--- src/common/ofe_pkg.sv ---
package ofe_pkg;

	// ****************************************
	// bus and register map
	// ****************************************
	localparam int AXI_ADDR_W = 8;
	localparam int AXI_DATA_W = 32;
	localparam logic [1:0] RESP_OKAY = 2'h0;
	localparam logic [1:0] RESP_SLVERR = 2'h2;

	localparam logic [7:0] OFS_GAIN = 8'h00;
	localparam logic [7:0] OFS_TRIM = 8'h04;
	localparam logic [7:0] OFS_MONFILT = 8'h08;
	localparam logic [7:0] OFS_POWER = 8'h0C;
	localparam logic [7:0] OFS_BYPASS = 8'h10;
	localparam logic [7:0] OFS_LF_CTRL = 8'h14;
	localparam logic [7:0] OFS_CLK_CTRL = 8'h18;
	localparam logic [7:0] OFS_STATUS = 8'h1C;
	localparam logic [7:0] OFS_FOCUS_ERR = 8'h20;
	localparam logic [7:0] OFS_RADIAL_ERR = 8'h24;
	localparam logic [7:0] OFS_SAT_ERR = 8'h28;

	// ****************************************
	// field positions
	// ****************************************
	localparam int STATIC_GAIN_MSB = 7;
	localparam int STATIC_GAIN_LSB = 4;
	localparam int DYN_GAIN_MSB = 3;
	localparam int DYN_GAIN_LSB = 0;
	localparam int TRIM_MSB = 5;
	localparam int TRIM_LSB = 0;
	localparam int MON_SEL_MSB = 6;
	localparam int MON_SEL_LSB = 4;
	localparam int ROLLOFF_MSB = 3;
	localparam int ROLLOFF_LSB = 0;
	localparam int POWER_MSB = 5;
	localparam int POWER_LSB = 0;
	localparam int BYPASS_BIT = 1;
	localparam int SUM_THREE_BIT = 0;
	localparam int LF_GAIN_MSB = 3;
	localparam int LF_GAIN_LSB = 0;
	localparam int AUX_SEL_BIT = 4;
	localparam int LASER_ON_BIT = 5;
	localparam int CRYSTAL_SIXTEEN_SELECT_BIT = 0;
	localparam int SYSCLK_EN_BIT = 1;
	localparam int STAT_HF_LSB = 8;

	// ****************************************
	// reset values
	// ****************************************
	localparam logic [7:0] RST_GAIN = 8'h00;
	localparam logic [7:0] RST_TRIM = 8'h00;
	localparam logic [7:0] RST_MONFILT = 8'h00;
	localparam logic [7:0] RST_POWER = 8'h3F;
	localparam logic [7:0] RST_BYPASS = 8'h00;
	localparam logic [7:0] RST_LF_CTRL = 8'h00;
	localparam logic [7:0] RST_CLK_CTRL = 8'h00;

	// ****************************************
	// timing
	// ****************************************
	localparam int CLK_HZ = 10_000_000;
	localparam int PDM_HZ = 4_000_000;
	localparam int PHASE_UNIT_HZ = 100_000;
	localparam int LF_WINDOW = 64;
	localparam int NUM_LF_CH = 8;

endpackage : ofe_pkg

--- src/core/lf_channel.sv ---
`timescale 1ns/1ns

module lf_channel #(
	parameter int WINDOW = 64
) (
	// clock and reset
	input wire logic aclk,
	input wire logic aresetn,
	// converter stream
	input wire logic sample_en,
	input wire logic pdm_bit,
	input wire logic laser_on,
	// filtered result
	output logic signed [$clog2(WINDOW)+2:0] value,
	output logic offset_valid
);

	localparam int CW = $clog2(WINDOW);
	localparam int VW = CW + 3;

	logic [CW-1:0] cnt_r;
	logic [CW:0] ones_r;
	logic [CW:0] total;
	logic signed [CW+1:0] avg_r;
	logic signed [CW+1:0] offset_r;
	logic done_r;
	logic valid_r;
	logic signed [VW-1:0] value_r;

	assign total = ones_r + (CW+1)'(pdm_bit);
	assign value = value_r;
	assign offset_valid = valid_r;

	// ****************************************
	// low-pass: ones count over a window
	// ****************************************
	always_ff @(posedge aclk) begin
		if (!aresetn) begin
			cnt_r <= '0;
			ones_r <= '0;
			avg_r <= '0;
			done_r <= 1'b0;
		end else begin
			done_r <= 1'b0;
			if (sample_en) begin
				if (cnt_r == CW'(WINDOW - 1)) begin
					cnt_r <= '0;
					ones_r <= '0;
					// 2*ones - window: zero for a half-density stream
					avg_r <= (CW+2)'({total, 1'b0}) - (CW+2)'(WINDOW);
					done_r <= 1'b1;
				end else begin
					cnt_r <= cnt_r + 1'b1;
					ones_r <= total;
				end
			end
		end
	end

	// ****************************************
	// offset capture and subtraction
	// ****************************************
	always_ff @(posedge aclk) begin
		if (!aresetn) begin
			offset_r <= '0;
			valid_r <= 1'b0;
		end else if (done_r && !laser_on) begin
			offset_r <= avg_r;
			valid_r <= 1'b1;
		end
	end

	always_ff @(posedge aclk) begin
		if (!aresetn) begin
			value_r <= '0;
		end else if (done_r) begin
			if (laser_on) begin
				value_r <= VW'(avg_r) - VW'(offset_r);
			end else begin
				value_r <= VW'(avg_r);
			end
		end
	end
endmodule : lf_channel

--- src/core/optical_frontend_control.sv ---
`timescale 1ns/1ns

// How it works
// - each photodiode converter stream is sampled at a 4 MHz enable rate
// - focus, radial and satellite difference signals are formed from channel pairs
// - dc level captured with laser off, subtracted from stream with laser on
// - lf gain setting drives converter; windowed low-pass averages each stream
// - aux select steers first two converters; general inputs own dedicated channels
// - gain register bits 7:4 drive first amplifier static gain
// - gain register bits 3:0 drive second amplifier dynamic gain, rewritable anytime
// - offset trim bits 5:0 drive the sign-magnitude offset dac
// - control one bits 6:4 select the eye monitor node
// - control one low bits set the noise filter roll-off
// - control two bits 5:0 are individual hf power-down controls
// - bypass bit 1 feeds the hf converter from the monitor pin
// - hf signal sums three or four diodes, captured as six bits
// - sixteen megahertz select enables the crystal divide-by-2
// - system clock sources both decoder and processor clock generators
module optical_frontend_control #(
	parameter int WINDOW = ofe_pkg::LF_WINDOW,
	parameter int NCH = ofe_pkg::NUM_LF_CH
) (
	// clock and reset
	input wire logic aclk,
	input wire logic aresetn,
	// axi4-lite write address
	input wire logic [ofe_pkg::AXI_ADDR_W-1:0] awaddr,
	input wire logic awvalid,
	output logic awready,
	// axi4-lite write data
	input wire logic [ofe_pkg::AXI_DATA_W-1:0] wdata,
	input wire logic [3:0] wstrb,
	input wire logic wvalid,
	output logic wready,
	// axi4-lite write response
	output logic [1:0] bresp,
	output logic bvalid,
	input wire logic bready,
	// axi4-lite read address
	input wire logic [ofe_pkg::AXI_ADDR_W-1:0] araddr,
	input wire logic arvalid,
	output logic arready,
	// axi4-lite read data
	output logic [ofe_pkg::AXI_DATA_W-1:0] rdata,
	output logic [1:0] rresp,
	output logic rvalid,
	input wire logic rready,
	// converter pins
	input wire logic [NCH-1:0] pdm_in,
	input wire logic [5:0] hf_sample,
	// lf path controls
	output logic [3:0] lf_converter_gain_setting,
	output logic aux_input_select,
	output logic laser_on,
	// hf path controls
	output logic [3:0] first_stage_static_gain,
	output logic [3:0] second_stage_dynamic_gain,
	output logic [5:0] offset_trim_value,
	output logic [2:0] eye_monitor_select,
	output logic [3:0] noise_filter_rolloff,
	output logic [5:0] hf_power_down,
	output logic hf_input_from_monitor,
	output logic hf_sum_three_select,
	// clock controls
	output logic crystal_divide_enable,
	output logic decoder_clock_source,
	output logic cpu_clock_source,
	// servo error signals
	output logic signed [$clog2(WINDOW)+3:0] focus_error,
	output logic signed [$clog2(WINDOW)+3:0] radial_error,
	output logic signed [$clog2(WINDOW)+3:0] satellite_error
);

	localparam int VW = $clog2(WINDOW) + 3;
	localparam int DW = VW + 1;
	localparam logic [7:0] PHASE_STEP = 8'(ofe_pkg::PDM_HZ / ofe_pkg::PHASE_UNIT_HZ);
	localparam logic [7:0] PHASE_MOD = 8'(ofe_pkg::CLK_HZ / ofe_pkg::PHASE_UNIT_HZ);

	// ****************************************
	// declarations
	// ****************************************
	logic awready_r;
	logic wready_r;
	logic bvalid_r;
	logic [1:0] bresp_r;
	logic arready_r;
	logic rvalid_r;
	logic [1:0] rresp_r;
	logic [31:0] rdata_r;
	logic aw_held_r;
	logic w_held_r;
	logic [7:0] waddr_r;
	logic [31:0] wdata_r;
	logic [3:0] wstrb_r;
	logic wr_en;
	logic wr_byte;
	logic wr_hit;
	logic rd_hit;
	logic [31:0] rd_word;

	logic [7:0] gain_r;
	logic [7:0] trim_r;
	logic [7:0] monfilt_r;
	logic [7:0] power_r;
	logic [7:0] bypass_r;
	logic [7:0] lf_ctrl_r;
	logic [7:0] clk_ctrl_r;

	logic [NCH-1:0] pdm_s1_r;
	logic [NCH-1:0] pdm_s2_r;
	logic [5:0] hf_s1_r;
	logic [5:0] hf_s2_r;
	logic [5:0] hf_data_r;
	logic [7:0] phase_r;
	logic [7:0] phase_nxt;
	logic sample_en_r;
	logic signed [VW-1:0] ch_val [NCH];
	logic [NCH-1:0] ch_valid;
	logic signed [DW-1:0] focus_r;
	logic signed [DW-1:0] radial_r;
	logic signed [DW-1:0] sat_r;

	// ****************************************
	// axi4-lite write channels
	// ****************************************
	assign wr_en = aw_held_r && w_held_r && !bvalid_r;
	assign wr_byte = wr_en && wstrb_r[0];

	always_comb begin
		case (waddr_r)
			ofe_pkg::OFS_GAIN, ofe_pkg::OFS_TRIM, ofe_pkg::OFS_MONFILT, ofe_pkg::OFS_POWER,
			ofe_pkg::OFS_BYPASS, ofe_pkg::OFS_LF_CTRL, ofe_pkg::OFS_CLK_CTRL: wr_hit = 1'b1;
			default: wr_hit = 1'b0;
		endcase
	end

	always_ff @(posedge aclk) begin
		if (!aresetn) begin
			awready_r <= 1'b1;
			aw_held_r <= 1'b0;
			waddr_r <= 8'h00;
		end else if (awvalid && awready_r) begin
			waddr_r <= awaddr;
			aw_held_r <= 1'b1;
			awready_r <= 1'b0;
		end else if (bvalid_r && bready) begin
			aw_held_r <= 1'b0;
			awready_r <= 1'b1;
		end
	end

	always_ff @(posedge aclk) begin
		if (!aresetn) begin
			wready_r <= 1'b1;
			w_held_r <= 1'b0;
			wdata_r <= 32'h00000000;
			wstrb_r <= 4'h0;
		end else if (wvalid && wready_r) begin
			wdata_r <= wdata;
			wstrb_r <= wstrb;
			w_held_r <= 1'b1;
			wready_r <= 1'b0;
		end else if (bvalid_r && bready) begin
			w_held_r <= 1'b0;
			wready_r <= 1'b1;
		end
	end

	always_ff @(posedge aclk) begin
		if (!aresetn) begin
			bvalid_r <= 1'b0;
			bresp_r <= ofe_pkg::RESP_OKAY;
		end else if (wr_en) begin
			bvalid_r <= 1'b1;
			bresp_r <= wr_hit ? ofe_pkg::RESP_OKAY : ofe_pkg::RESP_SLVERR;
		end else if (bready) begin
			bvalid_r <= 1'b0;
		end
	end

	// ****************************************
	// control registers
	// ****************************************
	always_ff @(posedge aclk) begin
		if (!aresetn) begin
			gain_r <= ofe_pkg::RST_GAIN;
			trim_r <= ofe_pkg::RST_TRIM;
			monfilt_r <= ofe_pkg::RST_MONFILT;
			power_r <= ofe_pkg::RST_POWER;
			bypass_r <= ofe_pkg::RST_BYPASS;
			lf_ctrl_r <= ofe_pkg::RST_LF_CTRL;
			clk_ctrl_r <= ofe_pkg::RST_CLK_CTRL;
		end else if (wr_byte) begin
			// values held until the next write
			case (waddr_r)
				ofe_pkg::OFS_GAIN: gain_r <= wdata_r[7:0];
				ofe_pkg::OFS_TRIM: trim_r <= wdata_r[7:0];
				ofe_pkg::OFS_MONFILT: monfilt_r <= wdata_r[7:0];
				ofe_pkg::OFS_POWER: power_r <= wdata_r[7:0];
				ofe_pkg::OFS_BYPASS: bypass_r <= wdata_r[7:0];
				ofe_pkg::OFS_LF_CTRL: lf_ctrl_r <= wdata_r[7:0];
				ofe_pkg::OFS_CLK_CTRL: clk_ctrl_r <= wdata_r[7:0];
				default: ;
			endcase
		end
	end

	assign first_stage_static_gain = gain_r[ofe_pkg::STATIC_GAIN_MSB:ofe_pkg::STATIC_GAIN_LSB];
	assign second_stage_dynamic_gain = gain_r[ofe_pkg::DYN_GAIN_MSB:ofe_pkg::DYN_GAIN_LSB];
	assign offset_trim_value = trim_r[ofe_pkg::TRIM_MSB:ofe_pkg::TRIM_LSB];
	assign eye_monitor_select = monfilt_r[ofe_pkg::MON_SEL_MSB:ofe_pkg::MON_SEL_LSB];
	assign noise_filter_rolloff = monfilt_r[ofe_pkg::ROLLOFF_MSB:ofe_pkg::ROLLOFF_LSB];
	assign hf_power_down = power_r[ofe_pkg::POWER_MSB:ofe_pkg::POWER_LSB];
	assign hf_input_from_monitor = bypass_r[ofe_pkg::BYPASS_BIT];
	assign hf_sum_three_select = bypass_r[ofe_pkg::SUM_THREE_BIT];
	assign lf_converter_gain_setting = lf_ctrl_r[ofe_pkg::LF_GAIN_MSB:ofe_pkg::LF_GAIN_LSB];
	assign aux_input_select = lf_ctrl_r[ofe_pkg::AUX_SEL_BIT];
	assign laser_on = lf_ctrl_r[ofe_pkg::LASER_ON_BIT];
	assign crystal_divide_enable = clk_ctrl_r[ofe_pkg::CRYSTAL_SIXTEEN_SELECT_BIT];
	// one system clock feeds both generators
	assign decoder_clock_source = clk_ctrl_r[ofe_pkg::SYSCLK_EN_BIT];
	assign cpu_clock_source = clk_ctrl_r[ofe_pkg::SYSCLK_EN_BIT];

	// ****************************************
	// axi4-lite read channels
	// ****************************************
	always_comb begin
		rd_hit = 1'b1;
		case (araddr)
			ofe_pkg::OFS_GAIN: rd_word = {24'h000000, gain_r};
			ofe_pkg::OFS_TRIM: rd_word = {24'h000000, trim_r};
			ofe_pkg::OFS_MONFILT: rd_word = {24'h000000, monfilt_r};
			ofe_pkg::OFS_POWER: rd_word = {24'h000000, power_r};
			ofe_pkg::OFS_BYPASS: rd_word = {24'h000000, bypass_r};
			ofe_pkg::OFS_LF_CTRL: rd_word = {24'h000000, lf_ctrl_r};
			ofe_pkg::OFS_CLK_CTRL: rd_word = {24'h000000, clk_ctrl_r};
			ofe_pkg::OFS_STATUS: rd_word = 32'({hf_data_r, 8'(ch_valid)});
			ofe_pkg::OFS_FOCUS_ERR: rd_word = 32'(focus_r);
			ofe_pkg::OFS_RADIAL_ERR: rd_word = 32'(radial_r);
			ofe_pkg::OFS_SAT_ERR: rd_word = 32'(sat_r);
			default: begin
				rd_word = 32'h00000000;
				rd_hit = 1'b0;
			end
		endcase
	end

	always_ff @(posedge aclk) begin
		if (!aresetn) begin
			arready_r <= 1'b1;
			rvalid_r <= 1'b0;
			rresp_r <= ofe_pkg::RESP_OKAY;
			rdata_r <= 32'h00000000;
		end else if (arvalid && arready_r) begin
			arready_r <= 1'b0;
			rvalid_r <= 1'b1;
			rdata_r <= rd_word;
			rresp_r <= rd_hit ? ofe_pkg::RESP_OKAY : ofe_pkg::RESP_SLVERR;
		end else if (rvalid_r && rready) begin
			rvalid_r <= 1'b0;
			arready_r <= 1'b1;
		end
	end

	assign awready = awready_r;
	assign wready = wready_r;
	assign bvalid = bvalid_r;
	assign bresp = bresp_r;
	assign arready = arready_r;
	assign rvalid = rvalid_r;
	assign rresp = rresp_r;
	assign rdata = rdata_r;

	// ****************************************
	// pin synchronisers and sample rate
	// ****************************************
	always_ff @(posedge aclk) begin
		if (!aresetn) begin
			pdm_s1_r <= '0;
			pdm_s2_r <= '0;
			hf_s1_r <= 6'h00;
			hf_s2_r <= 6'h00;
			hf_data_r <= 6'h00;
		end else begin
			pdm_s1_r <= pdm_in;
			pdm_s2_r <= pdm_s1_r;
			hf_s1_r <= hf_sample;
			hf_s2_r <= hf_s1_r;
			hf_data_r <= hf_s2_r;
		end
	end

	// fractional divider: 4 enables per 10 clocks
	assign phase_nxt = phase_r + PHASE_STEP;

	always_ff @(posedge aclk) begin
		if (!aresetn) begin
			phase_r <= 8'h00;
			sample_en_r <= 1'b0;
		end else if (phase_nxt >= PHASE_MOD) begin
			phase_r <= phase_nxt - PHASE_MOD;
			sample_en_r <= 1'b1;
		end else begin
			phase_r <= phase_nxt;
			sample_en_r <= 1'b0;
		end
	end

	// ****************************************
	// lf channels and servo differences
	// ****************************************
	// channels 0..5: central a-d, satellite a-b (0,1 carry aux when selected); 6,7: general inputs
	for (genvar i = 0; i < NCH; i++) begin : g_ch
		lf_channel #(.WINDOW(WINDOW)) u_ch (
			.aclk(aclk),
			.aresetn(aresetn),
			.sample_en(sample_en_r),
			.pdm_bit(pdm_s2_r[i]),
			.laser_on(laser_on),
			.value(ch_val[i]),
			.offset_valid(ch_valid[i])
		);
	end

	always_ff @(posedge aclk) begin
		if (!aresetn) begin
			focus_r <= '0;
			radial_r <= '0;
			sat_r <= '0;
		end else begin
			focus_r <= DW'(ch_val[0]) - DW'(ch_val[1]);
			radial_r <= DW'(ch_val[2]) - DW'(ch_val[3]);
			sat_r <= DW'(ch_val[4]) - DW'(ch_val[5]);
		end
	end

	assign focus_error = focus_r;
	assign radial_error = radial_r;
	assign satellite_error = sat_r;
endmodule : optical_frontend_control

--- config.mk ---
export PLATFORM = sky130hd
export DESIGN_NAME = optical_frontend_control
export DESIGN_NICKNAME = d
export VERILOG_FILES = /design/src/common/ofe_pkg.sv /design/src/core/lf_channel.sv /design/src/core/optical_frontend_control.sv
export SDC_FILE = /design/constraint.sdc
export NUM_CORES = 1
export LEC_CHECK = 0
export BUFFER_PORTS_ARGS = -buffer_cell sky130_fd_sc_hd__buf_2
export CAP_MARGIN = 20
export CORE_MARGIN = 3
export CORE_UTILIZATION = 43
export CTS_CLUSTER_SIZE = 10
export DETAILED_ROUTE_END_ITERATION = 16
export PLACE_DENSITY_LB_ADDON = 0.3
export SLEW_MARGIN = 40
export SYNTH_ARGS = -nofsm -noshare
export SYNTH_HDL_FRONTEND = slang
export SYNTH_SLANG_ARGS = --single-unit
--- constraint.sdc ---
create_clock -name aclk -period 3.01 [get_ports aclk]
set_input_delay 0.1505 -clock aclk [delete_from_list [all_inputs] [get_ports aclk]]
set_output_delay 0.1505 -clock aclk [all_outputs]
set_load 0.1 [all_outputs]
==> flow_summary.json <==
{
  "max-cap-violations": 0,
  "synth_warnings": 0,
  "slew_headroom": 0.5242,
  "period_needed_ps": 2200,
  "clockRootBuffer": "clkbuf_16",
  "ys_ff_latch": 399,
  "core_um2": 44410,
  "final_common_cell": "dfxtp_1",
  "diodes": 0,
  "leakagePower_nw": 8.305,
  "initial_utilization": 0.4374,
  "min_to": "power_r[6]$_SDFFE_PN0P_",
  "outcome": "finished clean",
  "synth_area_um2": 19430,
  "cp_cell_sequence": "ha_1 -> or2_2 -> o311a_1 -> o21ai_1 -> mux2_1 -> nor2_1",
  "slew_violations": 0,
  "drtAntennaViolNets": 0,
  "path_class": "register to register",
  "hold_path.startpoint": "aresetn",
  "die_h_um": 218.6,
  "io_buffers": 147,
  "ys.flop_type": "dfxtp_1",
  "place_congestion": 0.9288,
  "die_w_um": 218.6,
  "worst_pin_slew_ps": 711.1,
  "ios": 182,
  "ys_types": 80,
  "cp.required_ps": 3520,
  "fin_util": 0.4964,
  "period_share": 0.7308,
  "crit_family": "compound AO/OA/AOI/OAI gates",
  "cp_max_fo": 11,
  "first_global_vias": 15220,
  "postCtsSetupRepairBufs": 0,
  "crit_start": "phase_r[3]$_SDFF_PN0_",
  "wl_um": 47660,
  "p_per_area_nw_per_um2": 538.3,
  "synth.avg_cell_area_um2": 8.374,
  "drive_gt1_frac": 0.1139,
  "critPathMaxStageDelay_ps": 380,
  "critPathArrivalTime_ps": 2710,
  "grt_max_degree": 118,
  "htree_num_levels": 2,
  "dr.pass1.iters": 5,
  "fin_nets": 2596,
  "ys_seq_area_frac": 0.4111,
  "dieArea_um2": 47770,
  "hold_viol": 0,
  "reg2regPathDepth": 6,
  "final_cell_mix": "dfxtp_1 (397), nand2_1 (303), nor2_1 (257)",
  "rows": 77,
  "wire_per_inst_um": 15.72,
  "syn2layout_area_growth_pct": 13.47,
  "insertion_delay_ps": 570,
  "grt_pass1_wl_um": 77250,
  "synth_edf_count": 0,
  "timing.rr.start": "phase_r[3]$_SDFF_PN0_",
  "cp-end-kind": "register",
  "avgViaCountPerCell": 5.349,
  "overflow": 0,
  "numCtsBuffers": 47,
  "fmax_mhz": 454.6,
  "final.setup.tns_ps": 0,
  "cts_tree": "built",
  "timing.rr.end": "phase_r[3]$_SDFF_PN0_",
  "crit_path_start_kind": "register",
  "cts.sinks": 399,
  "ff2ff_setup_slack_ps": 810,
  "antenna_found_initial": 1,
  "grt_use_total": 0.1959,
  "slowest_stage": "dfxtp_1",
  "fin_skew_ps": 20.71,
  "drt_iter0_drc": 778,
  "hold_path.class": "input pin to register",
  "path_clk_slew_ps": 60,
  "whs_ps": 20.97,
  "rsz0062_at_grt": "false",
  "holdPathStages": 3,
  "dr_total_vias": 16220,
  "dpl.hpwl_um": 33760,
  "syn_inst": 2320,
  "crit_buf_inv": 0,
  "drcViolationCount": 0,
  "clock_path_buffers": 3,
  "ir_drop_mv": 0.3957,
  "async_flop_share": 0,
  "setup_violations": 0
}
==> through the flow <==
step	area, µm²	power [mW]	instances	worst slack (ps)
3_5_place_dp	20390	6.860	2935	805.1
4_1_cts	22040	12.00	3032	796.2
3_3_place_gp	20360	6.808	2934	871.6
6_report	22040	11.87	3032	810.4
2_1_floorplan	19440	6.559	2324	774.6
5_1_grt	22040	12.37	3032	682.5
==> layout make-up <==
class	count	area (µm²)
inverter	115	439.2
fill	4225	22370
multi-input combinational	1653	10210
timing repair buffer	208	1321
tap	592	740.7
clock buffer	62	1284
sequential	399	7990
clock inverter	3	55.05
==> state kept, by name, indices dropped and copies added, names as in the netlist, 9 cells and up <==
register	cells
focus_error	9
g_ch.u_ch.avg_r	42
g_ch.u_ch.cnt_r	48
g_ch.u_ch.offset_r	42
g_ch.u_ch.ones_r	42
g_ch.u_ch.value	48
radial_error	9
rdata	15
satellite_error	9
==> worst max path at each step <==
stage                                               endpoint  slack [ps]  cells after the start
after floorplan           g_ch[0].u_ch.value[4]$_SDFFE_PN0P_         770                      7
after global placement                 phase_r[3]$_SDFF_PN0_         870                      6
after CTS                              phase_r[3]$_SDFF_PN0_         800                      6
final                                  phase_r[3]$_SDFF_PN0_         810                      6
after detailed placement               phase_r[3]$_SDFF_PN0_         810                      6
after global routing      g_ch[2].u_ch.value[7]$_SDFFE_PN0P_         680                      9
==> layer usage <==
metal,part of all wire,global-route usage,vias up,wire (µm)
met5,0.00027,0,-,13
met1,0.46,0.2606,7535,22030
li1,-,-,8170,-
met3,0.057,0.03420,88,2703
met4,0.022,0.05262,2,1044
met2,0.46,0.3284,422,21860
==> Yosys cell counts (13+ instances only) <==
cell type  count  area share
buf_2         22      0.0057
clkbuf_1      69       0.013
a31oi_1       26      0.0084
a211oi_1      32       0.012
a21oi_2       16      0.0072
xor2_1        32       0.014
inv_1        114       0.022
o21ai_0      117       0.030
nand2b_1      19      0.0061
ha_1          90       0.058
nand4_1       17      0.0055
nand3_1       46       0.012
a21oi_1      181       0.047
mux2i_1       80       0.041
buf_4         52       0.020
nor2_1       257       0.050
and2_1        48       0.015
nor3_1        41       0.011
nand2_1      303       0.059
and3_1        20      0.0064
nor2b_1       34       0.011
buf_1         14      0.0027
a2bb2oi_1     13      0.0059
a22oi_1       31       0.012
xnor2_1       42       0.019
dfxtp_1      399        0.41
nor3b_1       22      0.0085
==> power by group <==
part	internal [mW]	leakage [nW]	switching, mW
Sequential	5.43	3.23	0.187
Clock	3.02	0.652	2.06
Combinational	0.448	4.43	0.724
Total	8.90	8.31	2.97
==> worst reg2reg max path, delay by kind of cell (launching register included) <==
| kind | cells | cell delay, ps |
|---|---|---|
| compound gates | 2 | 650 |
| mux | 1 | 350 |
| simple gates | 2 | 410 |
| flops | 1 | 380 |
| fa+ha+maj | 1 | 350 |
==> kinds of logic after synthesis <==
family	share of synthesized area
compound gates	0.1676
xor+xnor	0.03336
fa+ha+maj	0.06723
buf+inv	0.06401
flops	0.4111
mux	0.04817
other cells	0.0001930
simple gates	0.2083
==> timing repair <==
| action | in CTS | in global routing |
|---|---|---|
| endpoints found under the hold margin | 36 | 0 |
| resized for setup | 0 | 0 |
| hold buffers | 32 | 0 |
(Power assumes the default switching activity.)
